### src/rpq_pkg.sv
// Shared constants and types for the receive-port pass qualifier
package rpq_pkg;

    // ------------------------------------------------------------
    // Register map and reset values
    // ------------------------------------------------------------
    localparam logic [7:0] RPQ_CTRL_OFFSET = 8'h7D;
    localparam logic [7:0] RPQ_CTRL_RESET = 8'h00;

    // ------------------------------------------------------------
    // Widths and timing figures
    // ------------------------------------------------------------
    localparam int RPQ_LEN_W = 16;
    localparam int RPQ_WDOG_W = 24;
    // Frame periods allowed between valid frame ends
    localparam int RPQ_WDOG_PERIODS = 2;

    // ------------------------------------------------------------
    // Types
    // ------------------------------------------------------------
    // Control register layout, bit 7 down to bit 0
    typedef struct packed {
        logic discard_en;
        logic zero_counts_when_unqualified;
        logic check_lines_per_frame;
        logic check_line_size;
        logic parity_mode;
        logic frame_end_watchdog_disable;
        logic [1:0] threshold;
    } rpq_ctrl_t;

    // Per-cycle events from the receive video path
    typedef struct packed {
        logic line_end;
        logic [RPQ_LEN_W-1:0] line_len;
        logic frame_end;
        logic parity_err;
    } rpq_video_t;

    // Line readback bytes as software sees them
    typedef struct packed {
        logic [7:0] line_count_readback_hi;
        logic [7:0] line_count_readback_lo;
        logic [7:0] line_length_readback_hi;
        logic [7:0] line_length_readback_lo;
    } rpq_readback_t;

    typedef enum logic [1:0] {
        RPQ_UNLOCKED = 2'b00,
        RPQ_COUNTING = 2'b01,
        RPQ_QUALIFIED = 2'b11
    } rpq_state_t;

endpackage

### src/rpq_frame_stats.sv
// Line-per-frame and line-size tracking with change detection
module rpq_frame_stats #(
    parameter int LEN_W = 16
) (
    input wire logic clk_sys,
    input wire logic srst,
    input wire logic rx_lock,
    input wire logic line_end,
    input wire logic [LEN_W-1:0] line_len,
    input wire logic frame_end,
    output logic size_change,
    output logic count_change,
    output logic [LEN_W-1:0] lines_per_frame,
    output logic [LEN_W-1:0] line_length
);
    logic [LEN_W-1:0] line_cnt;
    logic have_len;
    logic have_lines;
    wire [LEN_W-1:0] lines_this_frame = line_cnt + LEN_W'(line_end);

    // ------------------------------------------------------------
    // Change detection; first sample after lock only seeds history
    // ------------------------------------------------------------
    assign size_change = line_end && have_len && (line_len != line_length);
    assign count_change = frame_end && have_lines &&
        (lines_this_frame != lines_per_frame);

    // History restarts on lock loss so a new camera is not flagged
    always_ff @(posedge clk_sys) begin
        if (srst || !rx_lock) begin
            line_cnt <= '0;
            have_len <= 1'b0;
            have_lines <= 1'b0;
            line_length <= '0;
            lines_per_frame <= '0;
        end else begin
            if (line_end) begin
                line_length <= line_len;
                have_len <= 1'b1;
            end
            if (frame_end) begin
                lines_per_frame <= lines_this_frame;
                have_lines <= 1'b1;
                line_cnt <= '0;
            end else if (line_end) begin
                line_cnt <= line_cnt + LEN_W'(1);
            end
        end
    end
endmodule // rpq_frame_stats

### src/rpq_frame_watchdog.sv
// Frame-end watchdog: times out after two measured frame periods
module rpq_frame_watchdog #(
    parameter int CNT_W = 24
) (
    input wire logic clk_sys,
    input wire logic srst,
    input wire logic rx_lock,
    input wire logic frame_end,
    input wire logic enable,
    output logic timeout
);
    import rpq_pkg::*;

    logic [CNT_W-1:0] elapsed;
    logic [CNT_W-1:0] period;
    logic armed;
    wire [CNT_W+1:0] limit = (CNT_W+2)'(period) *
        (CNT_W+2)'(RPQ_WDOG_PERIODS);
    wire expired = armed && enable && ((CNT_W+2)'(elapsed) > limit);

    // ------------------------------------------------------------
    // Period measure; disarms after firing to give one pulse only
    // ------------------------------------------------------------
    always_ff @(posedge clk_sys) begin
        if (srst || !rx_lock) begin
            elapsed <= '0;
            period <= '0;
            armed <= 1'b0;
            timeout <= 1'b0;
        end else begin
            timeout <= expired;
            if (frame_end) begin
                period <= elapsed;
                armed <= 1'b1;
                elapsed <= '0;
            end else if (expired) begin
                armed <= 1'b0;
            end else if (!(&elapsed)) begin
                elapsed <= elapsed + CNT_W'(1);
            end
        end
    end
endmodule // rpq_frame_watchdog

### src/rpq_port_qualifier.sv
// Receive-port pass qualifier: control register, state, gating
// Function
// [RQ1] Discard packets while unqualified when enabled
// [RQ2] Readbacks read zero while unqualified if set
// [RQ3] Lines-per-frame change drops qualification
// [RQ4] Line size change drops qualification
// [RQ5] Parity mode 0: dip per parity error
// [RQ6] Parity mode 1: clear until threshold met
// [RQ7] Watchdog drops on missing frame end
// [RQ8] Watchdog ignored when threshold is zero
// [RQ9] Threshold zero: qualify on receiver lock
// [RQ10] Nonzero threshold: qualify after that many frames
// [RQ11] Software selects port before register access
// [RQ12] Resume forwarding after truncation once threshold met
// [RQ13] Reset or lock loss clears state and count
module rpq_port_qualifier #(
    parameter int LEN_W = rpq_pkg::RPQ_LEN_W,
    parameter int WDOG_W = rpq_pkg::RPQ_WDOG_W
) (
    input wire logic clk_sys,
    input wire logic srst,
    input wire logic reg_port_sel,
    input wire logic reg_wr,
    input wire logic [7:0] reg_addr,
    input wire logic [7:0] reg_wdata,
    output logic [7:0] reg_rdata,
    input wire logic rx_lock,
    input wire rpq_pkg::rpq_video_t video,
    input wire logic pkt_valid,
    output logic pkt_fwd,
    output logic qualified,
    output rpq_pkg::rpq_readback_t readback
);
    import rpq_pkg::*;

    rpq_ctrl_t ctrl;
    rpq_state_t state;
    rpq_state_t next_state;
    logic [1:0] frame_cnt;
    logic [1:0] next_frame_cnt;
    logic size_change;
    logic count_change;
    logic wdog_timeout;
    logic [LEN_W-1:0] lines_per_frame;
    logic [LEN_W-1:0] line_length;

    // ------------------------------------------------------------
    // Register access
    // ------------------------------------------------------------
    // Only the selected port's copy answers
    wire ctrl_hit = reg_port_sel && (reg_addr == RPQ_CTRL_OFFSET); // [RQ11]
    wire [7:0] next_rdata = ctrl_hit ? ctrl : 8'h00;

    always_ff @(posedge clk_sys) begin
        if (srst) begin
            ctrl <= rpq_ctrl_t'(RPQ_CTRL_RESET);
        end else if (reg_wr && ctrl_hit) begin
            ctrl <= rpq_ctrl_t'(reg_wdata);
        end
    end

    // Read data registered; valid one cycle after address
    always_ff @(posedge clk_sys) begin
        if (srst) begin
            reg_rdata <= 8'h00;
        end else begin
            reg_rdata <= next_rdata;
        end
    end

    // ------------------------------------------------------------
    // Frame statistics and watchdog
    // ------------------------------------------------------------
    rpq_frame_stats #(
        .LEN_W(LEN_W)
    ) u_stats (
        .clk_sys(clk_sys),
        .srst(srst),
        .rx_lock(rx_lock),
        .line_end(video.line_end),
        .line_len(video.line_len),
        .frame_end(video.frame_end),
        .size_change(size_change),
        .count_change(count_change),
        .lines_per_frame(lines_per_frame),
        .line_length(line_length)
    );

    // Watchdog only runs with a nonzero threshold
    wire thr_zero = (ctrl.threshold == 2'b00);
    wire wdog_enable = !ctrl.frame_end_watchdog_disable && !thr_zero; // [RQ8]

    rpq_frame_watchdog #(
        .CNT_W(WDOG_W)
    ) u_wdog (
        .clk_sys(clk_sys),
        .srst(srst),
        .rx_lock(rx_lock),
        .frame_end(video.frame_end),
        .enable(wdog_enable),
        .timeout(wdog_timeout)
    );

    // ------------------------------------------------------------
    // Qualification decisions
    // ------------------------------------------------------------
    wire drop_lines = ctrl.check_lines_per_frame && count_change; // [RQ3]
    wire drop_size = ctrl.check_line_size && size_change; // [RQ4]
    wire drop_parity = ctrl.parity_mode && video.parity_err; // [RQ6]
    wire drop_wdog = wdog_timeout && wdog_enable; // [RQ7]
    wire drop_any = drop_lines || drop_size || drop_parity || drop_wdog;
    // Mode 0 parity error only dips the output for one cycle
    wire parity_dip = video.parity_err && !ctrl.parity_mode; // [RQ5]
    wire [2:0] frames_seen = {1'b0, frame_cnt} + 3'h1;
    wire frames_met = frames_seen >= {1'b0, ctrl.threshold}; // [RQ10]

    // Any drop restarts counting; threshold 0 requalifies next cycle
    always_comb begin
        next_state = state;
        next_frame_cnt = frame_cnt;
        if (!rx_lock) begin
            next_state = RPQ_UNLOCKED; // [RQ13]
            next_frame_cnt = 2'h0;
        end else if (drop_any) begin
            next_state = RPQ_COUNTING;
            next_frame_cnt = 2'h0;
        end else begin
            unique case (state)
                RPQ_UNLOCKED: begin
                    next_state = thr_zero ? RPQ_QUALIFIED : RPQ_COUNTING; // [RQ9]
                end
                RPQ_COUNTING: begin
                    if (thr_zero) begin
                        next_state = RPQ_QUALIFIED;
                    end else if (video.frame_end && frames_met) begin
                        next_state = RPQ_QUALIFIED; // [RQ10] [RQ12]
                        next_frame_cnt = 2'h0;
                    end else if (video.frame_end) begin
                        next_frame_cnt = frame_cnt + 2'h1;
                    end
                end
                RPQ_QUALIFIED: begin
                    next_state = RPQ_QUALIFIED;
                end
                default: begin
                    next_state = RPQ_UNLOCKED;
                end
            endcase
        end
    end

    always_ff @(posedge clk_sys) begin
        if (srst) begin
            state <= RPQ_UNLOCKED; // [RQ13]
            frame_cnt <= 2'h0;
        end else begin
            state <= next_state;
            frame_cnt <= next_frame_cnt;
        end
    end

    // Output flag follows state but drops for mode-0 parity errors
    always_ff @(posedge clk_sys) begin
        if (srst) begin
            qualified <= 1'b0;
        end else begin
            qualified <= (next_state == RPQ_QUALIFIED) && !parity_dip; // [RQ5]
        end
    end

    // ------------------------------------------------------------
    // Packet gating and readback
    // ------------------------------------------------------------
    // Combinational so a packet is judged on the current flag
    assign pkt_fwd = pkt_valid && (!ctrl.discard_en || qualified); // [RQ1]

    wire zero_rb = ctrl.zero_counts_when_unqualified && !qualified; // [RQ2]

    always_ff @(posedge clk_sys) begin
        if (srst || zero_rb) begin
            readback <= '0;
        end else begin
            readback <= {lines_per_frame[15:8], lines_per_frame[7:0],
                line_length[15:8], line_length[7:0]};
        end
    end
endmodule // rpq_port_qualifier

### config.mk
export PLATFORM = sky130hd
export DESIGN_NAME = rpq_port_qualifier
export DESIGN_NICKNAME = d
export VERILOG_FILES = /design/src/rpq_pkg.sv /design/src/rpq_frame_stats.sv /design/src/rpq_frame_watchdog.sv /design/src/rpq_port_qualifier.sv
export SDC_FILE = /design/constraint.sdc
export NUM_CORES = 1
export LEC_CHECK = 0
export BUFFER_PORTS_ARGS = -buffer_cell sky130_fd_sc_hd__buf_2
export CAP_MARGIN = 30
export CORE_MARGIN = 2
export CORE_UTILIZATION = 60
export CTS_BUF_LIST = sky130_fd_sc_hd__clkbuf_4
export CTS_CLUSTER_SIZE = 10
export DETAILED_ROUTE_END_ITERATION = 8
export PLACE_DENSITY = 0.82
export SLEW_MARGIN = 20
export SYNTH_ARGS = -nofsm -noshare
export SYNTH_HDL_FRONTEND = slang
export SYNTH_SLANG_ARGS = --single-unit
### constraint.sdc
create_clock -name clk_sys -period 2.7 [get_ports clk_sys]
set_input_delay 0.27 -clock clk_sys [delete_from_list [all_inputs] [get_ports clk_sys]]
set_output_delay 0.27 -clock clk_sys [all_outputs]
set_load 0.005 [all_outputs]
# After elaboration in Yosys (flattened, before gate mapping)
# Cells that the tools add are included.
# word_totals
output_inout_bits,42
register_bits,153
inputBits,41
elab_cells,93
# op_classes
order_cmp,2
mux,10
bitwise,5
n_eq_ne,6
n_addsub,5
n_reduce_logical,41
# op_table
op,n
!= test 16 bit,2
greater-than comparator 24 x 25 -> 1 bit,1
adder 24 x 1 -> 24 bit (second input constant),1
AND reduction 24 bit,1
logical AND 1 bit,18
adder 16 x 1 -> 16 bit,1
adder 16 x 1 -> 16 bit (second input constant),1
two-way mux 2 bit,7
== test 8 x 7 -> 1 bit (second input constant),1
zero test 1 bit,7
logical OR 1 bit,6
one-hot mux 2 bit (3 select lines),1
NOT 1 bit,5
== test 2 bit (second input constant),2
zero test 2 bit,2
nonzero test 2 bit,2
OR reduction 2 bit,2
adder 2 x 1 -> 3 bit (second input constant),1
>= comparator 3 x 2 -> 1 bit,1
AND reduction 3 bit,1
OR reduction 3 bit,1
adder 2 x 1 -> 2 bit (second input constant),1
== test 2 x 1 -> 1 bit (second input constant),1
two-way mux 1 bit,2
AND reduction 2 bit,1

# Longest topological paths before layout
# logic_depth
depth_word,11
depth_mapped,11
mapped_depth_nobuf,10

# Modules after synthesis
# From an unflattened synthesis, not the netlist that was laid out.
# unflattened
cells_unflattened,751
hier_area_um2,6979.2
# by_module_without_submodules
mod,cells_each,n_inst,seq_area_each_um2,area_per_inst_um2
rpq_frame_watchdog,304,1,1001.0,2643.8
rpq_frame_stats,297,1,1001.0,2616.3
rpq_port_qualifier,150,1,1061.0,1719.1

# Least setup slack after synthesis
# No wires, ideal clock.
# synth_path
path_type,register -> register
from,register u_stats.line_cnt[0]
to,register frame_cnt[0]
arrival_time_ns,2.362
n_path_buf,0
setup_ns,0.060
synth_period_minus_slack_ns,2.422
path_slack_ns,0.278
required_ns,2.640
stages_incl_launch_ff,11
path_cell_list,dfxtp_1 ha_1 ha_1 nand4_1 nor3_1 a21oi_1 nand4b_1 a2111oi_1 a21oi_1 a221oi_2 and3b_1
# synth_via
elab_chain_len,8
# synth_rtl
item,line,rtl
from (decl),rpq_frame_stats.sv:16,logic [LEN_W-1:0] line_cnt;
from (signal assigned),rpq_frame_stats.sv:46,line_cnt <= line_cnt + LEN_W'(1);
adder 16 x 1 -> 16 bit,rpq_frame_stats.sv:19,wire [LEN_W-1:0] lines_this_frame = line_cnt + LEN_W'(line_end);
!= test 16 bit,rpq_frame_stats.sv:26,(lines_this_frame != lines_per_frame);
logical AND 1 bit,rpq_frame_stats.sv:25,assign count_change = frame_end && have_lines &&
logical AND 1 bit,rpq_port_qualifier.sv:107,wire drop_lines = ctrl.check_lines_per_frame && count_change;
logical OR 1 bit (3 in series),rpq_port_qualifier.sv:111,wire drop_any = drop_lines || drop_size || drop_parity || drop_wdog;
OR reduction 3 bit (no source line),n/a,
to (signal assigned),rpq_port_qualifier.sv:158,frame_cnt <= next_frame_cnt;
to (decl),rpq_port_qualifier.sv:39,logic [1:0] frame_cnt;
# Every way passes these cells.
# A chain may end at the register's enable or synchronous reset.

# Worst setup path after layout
# layout_path
from,register u_wdog.period[13]
to,register u_wdog.elapsed[4]
# layout_via
elab_chain_len,4
# layout_rtl
item,line,rtl
from (decl),rpq_frame_watchdog.sv:15,logic [CNT_W-1:0] period;
from (signal assigned),rpq_frame_watchdog.sv:33,period <= elapsed;
greater-than comparator 24 x 25 -> 1 bit,rpq_frame_watchdog.sv:19,wire expired = armed && enable && ((CNT_W+2)'(elapsed) > limit);
logical AND 1 bit,rpq_frame_watchdog.sv:19,
NOT 1 bit (no source line),n/a,
AND reduction 2 bit (no source line),n/a,
to (signal assigned),rpq_frame_watchdog.sv:39,elapsed <= elapsed + CNT_W'(1);
to (decl),rpq_frame_watchdog.sv:14,logic [CNT_W-1:0] elapsed;
# Every way passes these cells.

==> summary.md <==
| Metric | Value |
|---|---|
| Seq cells post-synth | `153` |
| Layout cells sized above 1 | `22.4%` |
| Clock Sinks | `153` |
| Die area | `12700 um^2` |
| YS warnings | `0` |
| ANT nets after route | `0` |
| Asr flop ratio synth | `0%` |
| Final WL | `17.4 mm` |
| CTS H-Tree Depth | `4` |
| Power per cell area | `446 nW/um^2` |
| Min Tclk post-route | `2690 ps` |
| Clk_skew | `20.1 ps` |
| Crit-path max FO | `10` |
| GR Util All Layers | `28.2%` |
| Max clock buf depth | `2` |
| Crit path DAT | `3200 ps` |
| Syn_nets | `838` |
| First-pass GRT wire length | `28.8 mm` |
| Max-cap violations | `0` |
| Initial antenna violation count | `0` |
| Core Region | `11500 um^2` |
| Rel. slew slack | `58.2%` |
| # port buffers | `82` |
| Number of global-route vias before repair | `6139` |
| Synth Cell Area | `7070 um^2` |
| Hold Violations, Final | `0` |
| Antenna diode count | `0` |
| Maximum vdd drop | `0.418 mV` |
| Post-route clock period utilization | `99.6%` |
| Yosys cell types | `61` |
| # DRC | `0` |
| FP Rows | `39` |
| Final setup fails | `0` |
| Hold_sp | `video[18]` |
| Fin. max-slew vios | `0` |
| Synthesized area per cell | `9.22 um^2` |
| Maximum operating frequency | `372 MHz` |
| Unrepaired setup endpoints after global routing | `yes` |
| DRT Pass-1 Iters | `5` |
| Req. time, crit path | `3210 ps` |
| Worst-margin pin slew | `626 ps` |
| Fin nets | `985` |
| Setup CP Type | `reg2reg` |
| Mapped Cells | `767` |
| Run status | `complete, no violations` |
| Post-detail-place hpwl | `11.4 mm` |
| Clock-pin slew on the worst setup and hold paths | `130 ps` |
| Final core occ | `75.2%` |
| Main synth FF type | `dfxtp_1` |
| Die height | `113 um` |
| Clk_lat worst skew | `590 ps` |
| CTS tree | `yes` |
| Post-synth EDFFs | `0` |
| CTS Root Cell | `clkbuf_4` |
| Via Count | `6052` |
| Crit path from | `u_wdog.period[13]$_SDFFE_PP0P_` |
| Gr ovfl total | `0` |
| Leakage | `3.65 nW` |
| Worst setup EP type | `flip-flop` |
| Crit Reg-Reg Startpoint | `u_wdog.period[13]$_SDFFE_PP0P_` |
| DRT iter0 DRCs | `463` |
| Hold Path Class | `in2reg` |
| Final GP Congestion | `0.892` |
| Num CTS Buffers | `17` |
| Top Ports | `83` |
| Wire per inst | `16.3 um` |
| Largest net degree at the start of global routing | `55` |
| Die width | `113 um` |
| Seq/Total Area, Yosys | `43.3%` |
| Via density | `5.67` |
| Tot Pwr | `0.00385 W` |
| Layout area overhead | `22.0%` |
| Initial Utilization | `61.7%` |
| CP startpoint kind | `flip-flop` |
placed cells by master (no fill, tap or decap), drive strengths merged, types with 3 or more instances in the layout:
cell type,count
nand2,31
nor3,9
and4,5
xnor3,4
clkbuf,18
nor2b,6
dfxtp,153
o21ai,15
nand4b,5
or3,14
a211oi,15
nand2b,5
a31oi,6
o31ai,3
mux2i,52
ha,29
and3,14
buf,135
nor2,115
o21a,4
nor4,10
nand4,15
clkinv,8
a21oi,26
and2,45
xnor2,25
dlygate4sd3,33
nand3,22
xor2,34
inv,36
routing by layer:
layer	share of wire, %	global-route usage, %	wire length [um]	vias up
met3	3.9	6.43	672	48
met5	0	0	0	-
li1	-	-	-	2920
met4	2.8	12.9	491	0
met2	52	50.2	9100	175
met1	41	32.1	7190	2909
cell usage after synthesis, drive strengths merged, types with 6 or more instances:
library cell | number | area, um^2
a211oi | 15 | 113
nor3 | 9 | 45.0
nand4 | 15 | 93.8
nor4 | 10 | 90.1
clkbuf | 27 | 101
inv | 35 | 131
and3 | 14 | 88.8
dfxtp | 153 | 3060
xnor2 | 25 | 219
ha | 29 | 363
mux2i | 52 | 521
nand3 | 22 | 140
or3 | 14 | 88.8
a21oi | 26 | 130
o21ai | 15 | 75.1
and2 | 45 | 282
nand2 | 31 | 119
a31oi | 6 | 37.5
nor2b | 6 | 37.5
nor2 | 115 | 432
buf | 13 | 70.1
xor2 | 34 | 298
state kept, by name, indices dropped and copies added, names as in the netlist, 2 cells and up:
name	cells
u_stats.line_length	16
frame_cnt	2
u_stats.line_cnt	16
ctrl	8
u_stats.lines_per_frame	16
u_wdog.period	24
state	2
reg_rdata	8
readback	32
u_wdog.elapsed	24
through the flow:
step                setup WS [ps]  std cells  hold slack (ps)  TNS, ps  area (um^2)
floorplan                     278        767              418        0         7070
global placement            -86.5       1000              440     -413         7870
detailed placement           -168       1000              460     -824         7870
CTS                          19.4       1064              124        0         8480
global route                -54.4       1068              161     -162         8630
finish                       12.1       1068              151        0         8630
worst max-delay path, cell delays in order, from the launching register on:
cell and delay (ps):
dfxtp_2 360, inv_1 80, ha_4 300, nand4_1 190, nor4_4 400, buf_4 170
o21ai_0 80, a31oi_1 240, o31ai_2 130, buf_4 180, and2_2 220, nand2_1 90
mux2i_1 180
timing repair:
item / in CTS / in global routing
hold endpoints to repair: 25 / 0
setup buffers: 1 / 4
resized for setup: 8 / 27
hold buffers: 33 / 0
pin swaps: 1 / 10
setup endpoints to repair: 8 / 19
area by class of cell:
class	count	area, um^2
flip-flops and latches	153	3080
well taps	143	179
repair buffers	168	1150
multi-input cells	539	3850
inverters	35	131
clock inverters	12	104
fillers	759	2840
clock buffers	18	135
path summary, 6_finish.rpt:
check	to	slack (ps)	depth (start not counted)
min reg2reg	u_stats.have_len$_SDFFE_PP0P_	480	2
max	u_wdog.elapsed[4]$_SDFFE_PP0P_	10	12
min	u_stats.lines_per_frame[0]$_SDFFE_PP0P_	150	4
max reg2reg	u_wdog.elapsed[4]$_SDFFE_PP0P_	10	12
report_power, final:
part           leakage (nW)  switching [W]  internal (W)
sequential             1.24      0.0000208       0.00229
combinational          2.27       0.000138      0.000129
clock                 0.131       0.000820      0.000451
total                  3.65       0.000979       0.00287
cell families (layout without fill, tap and decap cells):
kind of cell / count (synthesis) / count (layout) / synth area share, %
buf+inv: 75 / 233 / 4.28
fa+ha+maj: 30 / 30 / 5.41
xor+xnor: 63 / 63 / 8.58
mux: 52 / 52 / 7.36
simple gates: 301 / 301 / 22.3
flops: 153 / 153 / 43.3
compound gates: 93 / 93 / 8.74
Note: power is estimated with default switching activity, not from simulation.
